`config.mk`:
```
export PLATFORM = sky130hd
export DESIGN_NAME = psfb_bank
export DESIGN_NICKNAME = d
export VERILOG_FILES = /design/src/psfb_pkg.sv /design/src/psfb_bank.sv
export SDC_FILE = /design/constraint.sdc
export NUM_CORES = 1
export LEC_CHECK = 0
export BUFFER_PORTS_ARGS = -buffer_cell sky130_fd_sc_hd__clkbuf_2
export CORE_UTILIZATION = 30
export DETAILED_ROUTE_END_ITERATION = 12
export GPL_TIMING_DRIVEN = 0
export SYNTH_ARGS = -nofsm -noshare
export SYNTH_HDL_FRONTEND = slang
export SYNTH_SLANG_ARGS = --single-unit
```
`constraint.sdc`:
```
create_clock -name ref_clk -period 3.1 [get_ports ref_clk]
set_clock_uncertainty 0.2 [all_clocks]
set_input_delay 0.31 -clock ref_clk [delete_from_list [all_inputs] [get_ports ref_clk]]
set_output_delay 0.31 -clock ref_clk [all_outputs]
set_load 0.005 [all_outputs]
```
`src/psfb_pkg.sv`:
```
// constants and carriers for the special flag bank
package psfb_pkg;
  // register indices (word addresses, 16-bit data)
  localparam logic [3:0] psfb_a_clock = 4'h0; // clock bits, read only
  localparam logic [3:0] psfb_a_ctrl = 4'h1; // ring enable, pulse controls
  localparam logic [3:0] psfb_a_err = 4'h2; // error flags
  localparam logic [3:0] psfb_a_code = 4'h3; // error code word
  localparam logic [3:0] psfb_a_ring = 4'h4; // ring counter value
  localparam logic [3:0] psfb_a_ien0 = 4'h5; // input and serial enables
  localparam logic [3:0] psfb_a_ien1 = 4'h6; // misc event enables
  localparam logic [3:0] psfb_a_cap = 4'h7; // capture latches
  // event enable word 1 bit positions
  localparam int psfb_e_pwr = 0;
  localparam int psfb_e_tmr = 1; // 3 bits
  localparam int psfb_e_hw_counter_instr = 4;
  localparam int psfb_e_hso = 5; // 8 bits
  localparam int psfb_ien1_w = 13;
  // ctrl word bit positions
  localparam int psfb_c_ring = 0;
  localparam int psfb_c_stop = 1; // 2 bits
  localparam int psfb_c_tbase = 3;
  localparam int psfb_c_clrf = 4;
  localparam int psfb_c_plsen = 5; // 4 bits
  localparam int psfb_c_envl = 9;
  localparam int psfb_c_grad = 10;
  localparam int psfb_ctrl_w = 11;
  // error flag bit positions
  localparam int psfb_f_exec = 0;
  localparam int psfb_f_subs = 1;
  localparam int psfb_f_parm = 2;
  localparam int psfb_f_done = 3;
  // clock word bit positions
  localparam int psfb_k_scan = 5;
  // timing, in nanoseconds at the 125 MHz ref clock
  localparam longint psfb_clk_ns = 8;
  localparam longint psfb_tick_ns = 100000; // 0.1 ms ring tick
  localparam int psfb_tick_cyc = int'(psfb_tick_ns / psfb_clk_ns);
  // half periods in 0.1 ms ticks: 10ms,100ms,1s,1min,1hour
  localparam logic [24:0] psfb_half_10ms = 25'h0000032;
  localparam logic [24:0] psfb_half_100ms = 25'h00001f4;
  localparam logic [24:0] psfb_half_1s = 25'h0001388;
  localparam logic [24:0] psfb_half_1min = 25'h00493e0;
  localparam logic [24:0] psfb_half_1hr = 25'h112a880;
  // instruction result report from the sequencer
  typedef struct packed {
    logic done; // one instruction finished
    logic fail; // it failed
    logic subs; // failure is subscript overflow
    logic parm; // failure is illegal parameter
    logic [15:0] code; // error type code
  } psfb_result_t;
  // interrupt sources, one bit per event
  typedef struct packed {
    logic [7:0] edge_ev; // input edges
    logic [11:0] ser_ev; // port*4 + {frx,ftx,crx,ctx}
    logic [psfb_ien1_w-1:0] misc_ev; // laid out like enable word 1
  } psfb_events_t;
endpackage : psfb_pkg

```
`src/psfb_bank.sv`:
```
// special flag bank: clock bits, error flags, enables, capture latches
`timescale 1ns/1ps
module psfb_bank #(
  parameter int tick_cyc = psfb_pkg::psfb_tick_cyc // cycles per 0.1 ms
) (
  input wire logic ref_clk,
  input wire logic reset_n,
  input wire logic run_mode, // controller in run state (pin)
  input wire logic scan_end, // one pulse per program scan
  input wire psfb_pkg::psfb_result_t instr_res,
  input wire logic serial_rw_done, // serial read/write instr finished
  input wire logic [7:0] input_pin, // raw digital inputs
  input wire logic [7:0] hw_count_busy, // counter/speed instr on input
  input wire logic [1:0] pulse_busy, // pulse generators busy
  input wire logic origin_return_busy, // origin return in progress
  input wire psfb_pkg::psfb_events_t events, // interrupt sources
  input wire logic [3:0] reg_addr,
  input wire logic [15:0] reg_wdata,
  input wire logic reg_wr,
  input wire logic reg_rd,
  output logic [15:0] reg_rdata,
  output logic [1:0] pulse_stop, // stop commands to generators
  output logic pwm_timebase_select, // 1 microseconds, 0 milliseconds
  output logic position_clear_signal,
  output logic [3:0] pulse_train_en,
  output logic envelope_loop,
  output logic gradual_freq,
  output logic irq_req // one-cycle forwarded interrupt
);
  // refuse a divider too short to give a one-cycle tick
  if (tick_cyc < 2) begin : g_bad_tick
    $error("tick_cyc too small");
  end

  // register map, 16-bit words
  //   word 0: clock bits, scan toggle in bit 5, read only
  //   word 1: control; pulse busy monitor in bits 12:11, read only
  //   word 2: error flags {done, parm, subs, exec}, read only
  //   word 3: error code word; a write here sets port 2 serial enables
  //   word 4: ring counter value, read only
  //   word 5: input edge enables and serial ports 0 and 1 enables
  //   word 6: power, timer, counter and output-complete enables
  //   word 7: capture latches, port 2 enables read back in bits 11:8
  //   unmapped words read as zero and ignore writes
  // behaviour on run start
  //   every bank bit clears on the stop-to-run edge, as after reset
  //   the tick divider restarts too, so clock bit phase is exact
  //   clock bits are held low while stopped, so each run starts low
  // timing
  //   run_mode and input_pin cross two flops before any logic
  //   so the stop-to-run edge is seen three edges after the pin rises
  //   control outputs follow a write by two edges (word, then output)
  //   read data stand only in the cycle after the read strobe
  // limitations
  //   the one minute and one hour bits need long runs to observe
  //   the subscript flag is not cleared by a later success
  //   the completion flag stays set until the next run start

  // one write strobe per word address
  function automatic logic wr_hit(input logic wr, input logic [3:0] addr,
    input logic [3:0] word);
    return wr && (addr == word);
  endfunction : wr_hit

  // synchronised pins
  logic [8:0] sync1_ff, sync2_ff; // {run, inputs}
  logic [7:0] in_prev_ff;
  logic run_prev_ff;
  wire [7:0] in_s = sync2_ff[7:0];
  wire run_s = sync2_ff[8];
  wire start_pulse = run_s & ~run_prev_ff; // stop-to-run transition
  // first stage feeds only the second stage
  always_ff @(posedge ref_clk) begin
    if (!reset_n) begin
      sync1_ff <= '0;
      sync2_ff <= '0;
    end else begin
      sync1_ff <= {run_mode, input_pin};
      sync2_ff <= sync1_ff;
    end
  end
  // edge history
  always_ff @(posedge ref_clk) begin
    if (!reset_n) begin
      in_prev_ff <= '0;
      run_prev_ff <= 1'b0;
    end else begin
      in_prev_ff <= in_s;
      run_prev_ff <= run_s;
    end
  end

  // 0.1 ms tick divider, restarted at run start so phase is clean
  logic [31:0] div_ff;
  wire tick = (div_ff == 32'(tick_cyc - 1));
  always_ff @(posedge ref_clk) begin
    if (!reset_n || start_pulse) div_ff <= '0;
    else if (tick) div_ff <= '0;
    else div_ff <= div_ff + 32'h1;
  end

  // five clock bits; counters held in stop so each starts at run
  localparam logic [24:0] half_tab [5] = '{psfb_pkg::psfb_half_10ms,
    psfb_pkg::psfb_half_100ms, psfb_pkg::psfb_half_1s,
    psfb_pkg::psfb_half_1min, psfb_pkg::psfb_half_1hr};
  // each stage owns its own flop, so no bit has two writers
  wire [4:0] clk_bits; // collected clock bits for the read mux
  genvar g;
  generate
    for (g = 0; g < 5; g++) begin : g_clk
      logic [24:0] cnt_ff; // ticks within the half period
      logic bit_ff; // this stage's square wave
      wire wrap = (cnt_ff == half_tab[g] - 25'h1);
      // bit low for first half period after run begins
      always_ff @(posedge ref_clk) begin
        if (!reset_n || start_pulse || !run_s) begin
          cnt_ff <= '0;
          bit_ff <= 1'b0;
        end else if (tick) begin
          cnt_ff <= wrap ? 25'h0 : cnt_ff + 25'h1;
          if (wrap) bit_ff <= ~bit_ff;
        end
      end
      assign clk_bits[g] = bit_ff;
    end
  endgenerate

  // scan toggle, low during first scan
  logic scan_toggle_bit_ff;
  always_ff @(posedge ref_clk) begin
    if (!reset_n || start_pulse) scan_toggle_bit_ff <= 1'b0;
    else if (scan_end && run_s) scan_toggle_bit_ff <= ~scan_toggle_bit_ff;
  end

  // write decode
  wire wr_ctrl = wr_hit(reg_wr, reg_addr, psfb_pkg::psfb_a_ctrl);
  wire wr_ien0 = wr_hit(reg_wr, reg_addr, psfb_pkg::psfb_a_ien0);
  wire wr_ien1 = wr_hit(reg_wr, reg_addr, psfb_pkg::psfb_a_ien1);
  wire wr_cap = wr_hit(reg_wr, reg_addr, psfb_pkg::psfb_a_cap);

  // control word; cleared on stop-to-run like all bank bits
  logic [psfb_pkg::psfb_ctrl_w-1:0] ctrl_ff;
  always_ff @(posedge ref_clk) begin
    if (!reset_n || start_pulse) ctrl_ff <= '0;
    else if (wr_ctrl) ctrl_ff <= reg_wdata[psfb_pkg::psfb_ctrl_w-1:0];
  end
  wire ring_counter_enable = ctrl_ff[psfb_pkg::psfb_c_ring];

  // output controls
  always_ff @(posedge ref_clk) begin
    if (!reset_n) begin
      pulse_stop <= '0;
      pwm_timebase_select <= 1'b0;
      position_clear_signal <= 1'b0;
      pulse_train_en <= '0;
      envelope_loop <= 1'b0;
      gradual_freq <= 1'b0;
    end else begin
      pulse_stop <= ctrl_ff[psfb_pkg::psfb_c_stop +: 2];
      pwm_timebase_select <= ctrl_ff[psfb_pkg::psfb_c_tbase];
      position_clear_signal <= ctrl_ff[psfb_pkg::psfb_c_clrf]
        & origin_return_busy;
      pulse_train_en <= ctrl_ff[psfb_pkg::psfb_c_plsen +: 4];
      envelope_loop <= ctrl_ff[psfb_pkg::psfb_c_envl];
      gradual_freq <= ctrl_ff[psfb_pkg::psfb_c_grad];
    end
  end

  // ring counter, counting ticks while enabled and wrapping at 16 bits
  logic [15:0] ring_ff;
  always_ff @(posedge ref_clk) begin
    if (!reset_n || start_pulse) ring_ff <= '0;
    else if (ring_counter_enable && tick) ring_ff <= ring_ff + 16'h1;
  end

  // error flags; a failure in the same report beats the success clear
  logic exec_error_flag_ff, subs_ff, parm_ff, done_ff;
  logic [15:0] error_code_word_ff;
  wire ok = instr_res.done && !instr_res.fail;
  wire bad = instr_res.done && instr_res.fail;
  always_ff @(posedge ref_clk) begin
    if (!reset_n || start_pulse) begin
      exec_error_flag_ff <= 1'b0;
      subs_ff <= 1'b0;
      parm_ff <= 1'b0;
      error_code_word_ff <= '0;
    end else if (bad) begin
      exec_error_flag_ff <= 1'b1;
      error_code_word_ff <= instr_res.code;
      if (instr_res.subs) subs_ff <= 1'b1;
      if (instr_res.parm) parm_ff <= 1'b1;
    end else if (ok) begin
      exec_error_flag_ff <= 1'b0;
      parm_ff <= 1'b0;
      // subscript flag stays until the next run start
    end
  end
  // completion flag sticky until run start
  always_ff @(posedge ref_clk) begin
    if (!reset_n || start_pulse) done_ff <= 1'b0;
    else if (serial_rw_done) done_ff <= 1'b1;
  end

  // interrupt enables
  logic [15:0] ien0_ff; // [7:0] inputs, [15:8] serial ports 0 and 1
  logic [psfb_pkg::psfb_ien1_w-1:0] ien1_ff;
  always_ff @(posedge ref_clk) begin
    if (!reset_n || start_pulse) begin
      ien0_ff <= '0;
      ien1_ff <= '0;
    end else begin
      if (wr_ien0) ien0_ff <= reg_wdata;
      if (wr_ien1) ien1_ff <= reg_wdata[psfb_pkg::psfb_ien1_w-1:0];
    end
  end
  // port 2 serial enables: written through the code word address,
  // read back beside the capture latches; the code word stays read only
  logic [3:0] ser2_en_ff;
  wire wr_ser2 = wr_hit(reg_wr, reg_addr, psfb_pkg::psfb_a_code);
  always_ff @(posedge ref_clk) begin
    if (!reset_n || start_pulse) ser2_en_ff <= '0;
    else if (wr_ser2) ser2_en_ff <= reg_wdata[3:0];
  end
  wire [11:0] ser_en = {ser2_en_ff, ien0_ff[15:8]};

  // edge events from pins combine with other sources
  wire [7:0] pin_edge = in_s ^ in_prev_ff;
  wire any_ev = |((pin_edge | events.edge_ev) & ien0_ff[7:0])
    | |(events.ser_ev & ser_en) | |(events.misc_ev & ien1_ff);
  always_ff @(posedge ref_clk) begin
    if (!reset_n) irq_req <= 1'b0;
    else irq_req <= run_s & any_ev;
  end

  // capture latches; hardware set wins over software write
  logic [7:0] cap_ff;
  wire [7:0] cap_set = in_s & ~in_prev_ff & ~hw_count_busy;
  always_ff @(posedge ref_clk) begin
    if (!reset_n || start_pulse) cap_ff <= '0;
    else if (wr_cap) cap_ff <= reg_wdata[7:0] | cap_set;
    else cap_ff <= cap_ff | cap_set;
  end

  // read mux, registered so data stand one cycle after the strobe
  logic [15:0] rd_mux;
  always_comb begin
    unique case (reg_addr)
      psfb_pkg::psfb_a_clock: rd_mux = {10'h0, scan_toggle_bit_ff, clk_bits};
      psfb_pkg::psfb_a_ctrl: rd_mux = {3'h0, pulse_busy, ctrl_ff};
      psfb_pkg::psfb_a_err: rd_mux = {12'h0, done_ff, parm_ff, subs_ff,
        exec_error_flag_ff};
      psfb_pkg::psfb_a_code: rd_mux = error_code_word_ff;
      psfb_pkg::psfb_a_ring: rd_mux = ring_ff;
      psfb_pkg::psfb_a_ien0: rd_mux = ien0_ff[15:0];
      psfb_pkg::psfb_a_ien1: rd_mux = {3'h0, ien1_ff};
      psfb_pkg::psfb_a_cap: rd_mux = {4'h0, ser2_en_ff, cap_ff};
      default: rd_mux = 16'h0;
    endcase
  end
  always_ff @(posedge ref_clk) begin
    if (!reset_n) reg_rdata <= '0;
    else reg_rdata <= reg_rd ? rd_mux : 16'h0;
  end
endmodule : psfb_bank

```
**After elaboration in Yosys (flattened, before gate mapping)**

Cells that the tools add are included.

- Muxes and demuxes: 11
- Eq/ne operators: 14
- Shift operators: 0
- Multiply operators: 0
- Bitwise gates (word level): 23
- $lt $le $gt $ge: 0
- Reductions and logical operators: 28
- Add/sub/neg operators: 7
- Divide/modulo/power cells: 0

Operators with widths:

| kind | count |
|---|---|
| $pmux 16 s8 | 1 |
| $add 25x1->25 const B | 5 |
| $mux 25 | 5 |
| $add 32x1->32 const B | 1 |
| $eq 32x14->1 const B | 1 |
| $eq 25x13->1 const B | 1 |
| $eq 25x19->1 const B | 1 |
| $eq 25x25->1 const B | 1 |
| $eq 25x6->1 const B | 1 |
| $eq 25x9->1 const B | 1 |
| $and 8x8->8 | 3 |
| $or 8x8->8 | 3 |
| $add 16x1->16 const B | 1 |
| $eq 4x3->1 const B | 4 |
| $not 8->8 | 2 |
| $reduce_and 2->1 | 8 |
| $and 13x13->13 | 1 |
| $reduce_or 13->1 | 1 |
| $and 12x12->12 | 1 |
| $reduce_or 12->1 | 1 |
| $logic_and 1x1->1 | 9 |
| $eq 4x2->1 const B | 2 |
| $mux 8 | 1 |
| $reduce_or 8->1 | 1 |
| other kinds (12) | 27 |

- Bits in writable memories: 0
- Input port bits: 99
- Bits in registers: 305
- Memories kept: 0
- Output and inout port bits: 27
- ROM bits: 0
- Latch bits: 0
- Logic and storage cells: 118

**Depth between registers and ports, before layout**

- Depth after elaboration: 7
- Depth in mapped cells: 9
- Mapped depth without buffers: 7

**Worst setup path before layout**

OpenSTA, ideal clock, no wires.

- Path type: register to register
- Start point: reg div_ff[0]
- End point: reg g_clk[3].cnt_ff[22]
- Setup slack: 0.739 ns
- Data required time: 2.830 ns
- Arrival time: 2.091 ns
- Period minus slack after synthesis: 2.361 ns
- Cell stages (with the launch flop): 8
- Cell sequence: dfxtp_1 -> ha_1 -> and4_1 -> nand4_2 -> or4_1 -> clkbuf_1 -> or3_1 -> a21oi_1

- Longest elaborated chain between the ends: 1

Ends and longest elaborated chain:

| element | line | text |
|---|---|---|
| from (decl) | psfb_bank.sv:94 | `logic [31:0] div_ff;` |
| from (signal assigned) | psfb_bank.sv:99 | `else div_ff <= div_ff + 32'h1;` |
| $eq 32x14->1 | psfb_bank.sv:95 | `wire tick = (div_ff == 32'(tick_cyc - 1));` |
| to (signal assigned) | psfb_bank.sv:120 | `cnt_ff <= wrap ? 25'h0 : cnt_ff + 25'h1;` |
| to (decl) | psfb_bank.sv:111 | `logic [24:0] cnt_ff;` |

No other way between the ends.
A chain may end at the register's enable or synchronous reset.

**Final worst setup path**

- Start point: reg div_ff[0]
- End point: reg g_clk[4].cnt_ff[12]

- Longest elaborated chain between the ends: 1

Ends and longest elaborated chain:

| element | line |
|---|---|
| $eq 32x14->1 | psfb_bank.sv:95 |
| to (signal assigned) | psfb_bank.sv:120 |
| to (decl) | psfb_bank.sv:111 |

No other way between the ends.

==> impl_results.md <==
* Outcome: finished clean
* Area growth from synthesis to layout at 22.92%
* Power Total at 0.008185 W
* Layout Nets at 1960
* Setup crit start kind: flip-flop
* CTS H-tree lvls at 2
* Peak VDD IR at 0.2892 mV
* Number of fill cells in the layout at 4499
* Tot GR Track Use at 0.1743
* Crit path capture type: flip-flop
* Top Ports at 126
* Yosys top cell area share at 0.4479
* DIE WIDTH at 215.2 um
* Ranking of synthesized cells by area: dfxtp_1 45%, xnor2_1 7.3%, nand2_1 5.3%, nor2_1 4.8%, nor4_1 4.2%
* Relative slew slack at 0.1752
* Final Max Tran Viols at 0
* Worst-path cell chain: ha_1, and4_1, and4_1, clkbuf_1, nand2_2, buf_2, or4_1, a21oi_1
* EDFF count, synth at 0
* Hold_sp: reset_n
* Clock Latency Late Sink at 0.52 ns
* Leak at 5.351 nW
* RSZ-0062 raised after global routing: true
* Hold Path End: run_prev_ff$_SDFF_PN0_
* Crit. path cell count at 8
* DRT Pass-1 Iters at 7
* Worst-margin pin slew at 1.228 ns
* Reg-to-Reg Start: div_ff[0]$_SDFF_PP0_
* Number of antenna diodes at 0
* Largest net degree at the start of global routing at 13
* Placed cell areas at 14980 um2
* Port bufs at 122
* Max_cap viols at 0
* Die Ht at 215.2 um
* Final Critical Period at 2.935 ns
* Buffers and inverters on the worst path at 2
* Clock-pin slew on the worst setup and hold paths at 0.06 ns
* Dpl hpwl at 29.65 mm
* Most frequent cells after synthesis: 305 x dfxtp_1, 192 x nand2_1, 173 x nor2_1, 113 x xnor2_1, 91 x nor4_1
* Crit-path slowest cell: or4_1
* GRT overflow at 0
* Final setup viols at 0
* Post-synth top area cell: dfxtp_1
* Net Count, Synth at 1733
* Antenna violations before repair at 0
* Worst min-delay path category: in -> reg
* R2r setup slk at 0.17 ns
* Synth warn at 0
* Routability Congestion at 0.9342
* Post-Syn Area at 13630 um2
* Seq cells post-synth at 305
* Drt total wl at 41.00 mm
* Routed WL per cell at 16.70 um
* Cells after Synth at 1618
* Syn_area_per_cell at 8.426 um2
* Cell mode on critical path: and4_1
* CTS tree: built
* ANT nets after route at 0
* Total number of vias at 12707
* CP Data Required Time at 3.35 ns
* Crit path DAT at 3.18 ns
* CP max stage delay at 0.52 ns
* Die ar. at 46300 um2
* Initial Util at 0.3063
* Ys flop type: dfxtp_1
* Worst R2R Path Depth at 8
* Vias in the first global route at 12253
* Row cnt at 77
* Crit-path leading delay family: simple AND/OR/NAND/NOR gates
* Fin area at 16760 um2
* Crit Path Max Fanout at 10
* Hold depth at 2
* Sequential area share after synthesis at 0.4479
* Fraction of registers with async set/reset at 0
* Post-route DRC at 0
* Clk sinks at 305
* Core Area at 44510 um2
* Clk buf depth at 3
* Final hold vios at 0
* Netlist cell types at 52
* Most common cell in the netlist: dfxtp_1
* First-pass GRT wire length at 65.49 mm
* Core Util, Final at 0.3765
* Final Cycle Share at 0.9467
* Capturing point of the worst reg2reg path: g_clk[4].cnt_ff[12]$_SDFFE_PP0N_
* Initial DRC count at 964
* Max Clk Rate at 340.7 MHz
* Clk Tree Root Cell: clkbuf_16
* Vias per inst at 5.176
* Pwr Density at 488.4 nW/um2
* Critical Setup Path Class: reg -> reg
* Share of cells above drive strength 1 at 0.1100
* CTS buffer count at 34
## report_power, final
group / total, W / switching [W] / leakage [nW] / internal [W]
Sequential: 0.00399 / 0.0000255 / 2.46 / 0.00396
Combinational: 0.000347 / 0.000193 / 2.37 / 0.000154
Clock: 0.00385 / 0.00158 / 0.519 / 0.00227
## cell families (layout without fill, tap and decap cells)
family,count (synthesis),after routing,synth area share
XOR/XNOR,154,154,0.09894
flip-flops,305,305,0.4479
buffers and inverters,125,370,0.03552
adder cells (fa/ha/maj),16,16,0.01468
AND/OR/NAND/NOR,823,823,0.3125
multiplexers,3,3,0.002294
AO/OA/AOI/OAI,192,192,0.08820
## worst max-delay path by stage
stage                               from                                to  slack, ns
detailed placement  div_ff[9]$_SDFF_PP0_  g_clk[0].cnt_ff[15]$_SDFFE_PP0N_      -0.13
global route        div_ff[0]$_SDFF_PP0_  g_clk[4].cnt_ff[12]$_SDFFE_PP0N_      -0.03
finish              div_ff[0]$_SDFF_PP0_  g_clk[4].cnt_ff[12]$_SDFFE_PP0N_       0.17
global placement    div_ff[9]$_SDFF_PP0_  g_clk[0].cnt_ff[15]$_SDFFE_PP0N_      -0.09
floorplan           div_ff[0]$_SDFF_PP0_  g_clk[3].cnt_ff[22]$_SDFFE_PP0N_       0.74
CTS                 div_ff[0]$_SDFF_PP0_   g_clk[4].cnt_ff[5]$_SDFFE_PP0N_       0.09
## final cells by class
cell class                 instances  area (um2)  area share
sequential                       305        6106      0.3644
clock buffer                      48        1017     0.06070
tap                              592       740.7     0.04420
multi-input combinational       1188        7074      0.4222
inverter                          23       86.33    0.005152
buffer                           102       404.1     0.02412
timing repair buffer             191        1296     0.07735
clock inverter                     6       32.53    0.001941
## state kept, by name, indices dropped and copies added (netlist names), 11 cells and up
| register | flops |
|---|---|
| ien1_ff | 13 |
| reg_rdata | 16 |
| div_ff | 32 |
| ien0_ff | 16 |
| ctrl_ff | 11 |
| g_clk.cnt_ff | 125 |
| error_code_word_ff | 16 |
| ring_ff | 16 |
## routing by layer
| layer | global-route usage | share of wire | vias to the layer above |
|---|---|---|---|
| li1 | - | - | 6185 |
| met1 | 0.2294 | 0.45 | 5987 |
| met2 | 0.2941 | 0.47 | 467 |
| met3 | 0.02378 | 0.058 | 68 |
| met4 | 0.05390 | 0.025 | 0 |
| met5 | 0 | 0 | - |
## through the flow
step | hold WS (ns) | std cells | setup slack, ns | setup TNS (ns)
floorplan | 0.2119 | 1618 | 0.7394 | 0
detailed placement | 0.2203 | 2332 | -0.1292 | -4.388
CTS | 0.01193 | 2455 | 0.08589 | 0
global route | 0.02620 | 2455 | -0.03405 | -0.03405
finish | 0.01852 | 2455 | 0.1651 | 0
global placement | 0.2164 | 2332 | -0.08897 | -2.991
## placed cells by master, fill, tap and decap left out, types with 16 or more instances in the layout
| master | n |
|---|---|
| xor2_1 | 41 |
| clkbuf_2 | 127 |
| ha_1 | 16 |
| a22oi_1 | 36 |
| nand2_1 | 192 |
| nor4_1 | 90 |
| nand4_1 | 75 |
| nor2_1 | 173 |
| and3_1 | 23 |
| a21oi_1 | 87 |
| xnor2_1 | 113 |
| and4_1 | 30 |
| dlygate4sd3_1 | 67 |
| nand2b_1 | 20 |
| nand3_1 | 83 |
| clkbuf_16 | 37 |
| and2_1 | 52 |
| clkbuf_1 | 82 |
| a31oi_1 | 22 |
| inv_1 | 23 |
| dfxtp_1 | 305 |
| nor3_1 | 35 |
## what timing repair did
action / in CTS / in global routing
setup endpoints to repair: 42 / 112
gates resized for setup: 0 / 15
hold endpoints to repair: 85 / 0
hold buffers: 67 / 0
pin swaps: 1 / 0
buffers inserted: 2 / 0
(Power assumes the default switching activity.)
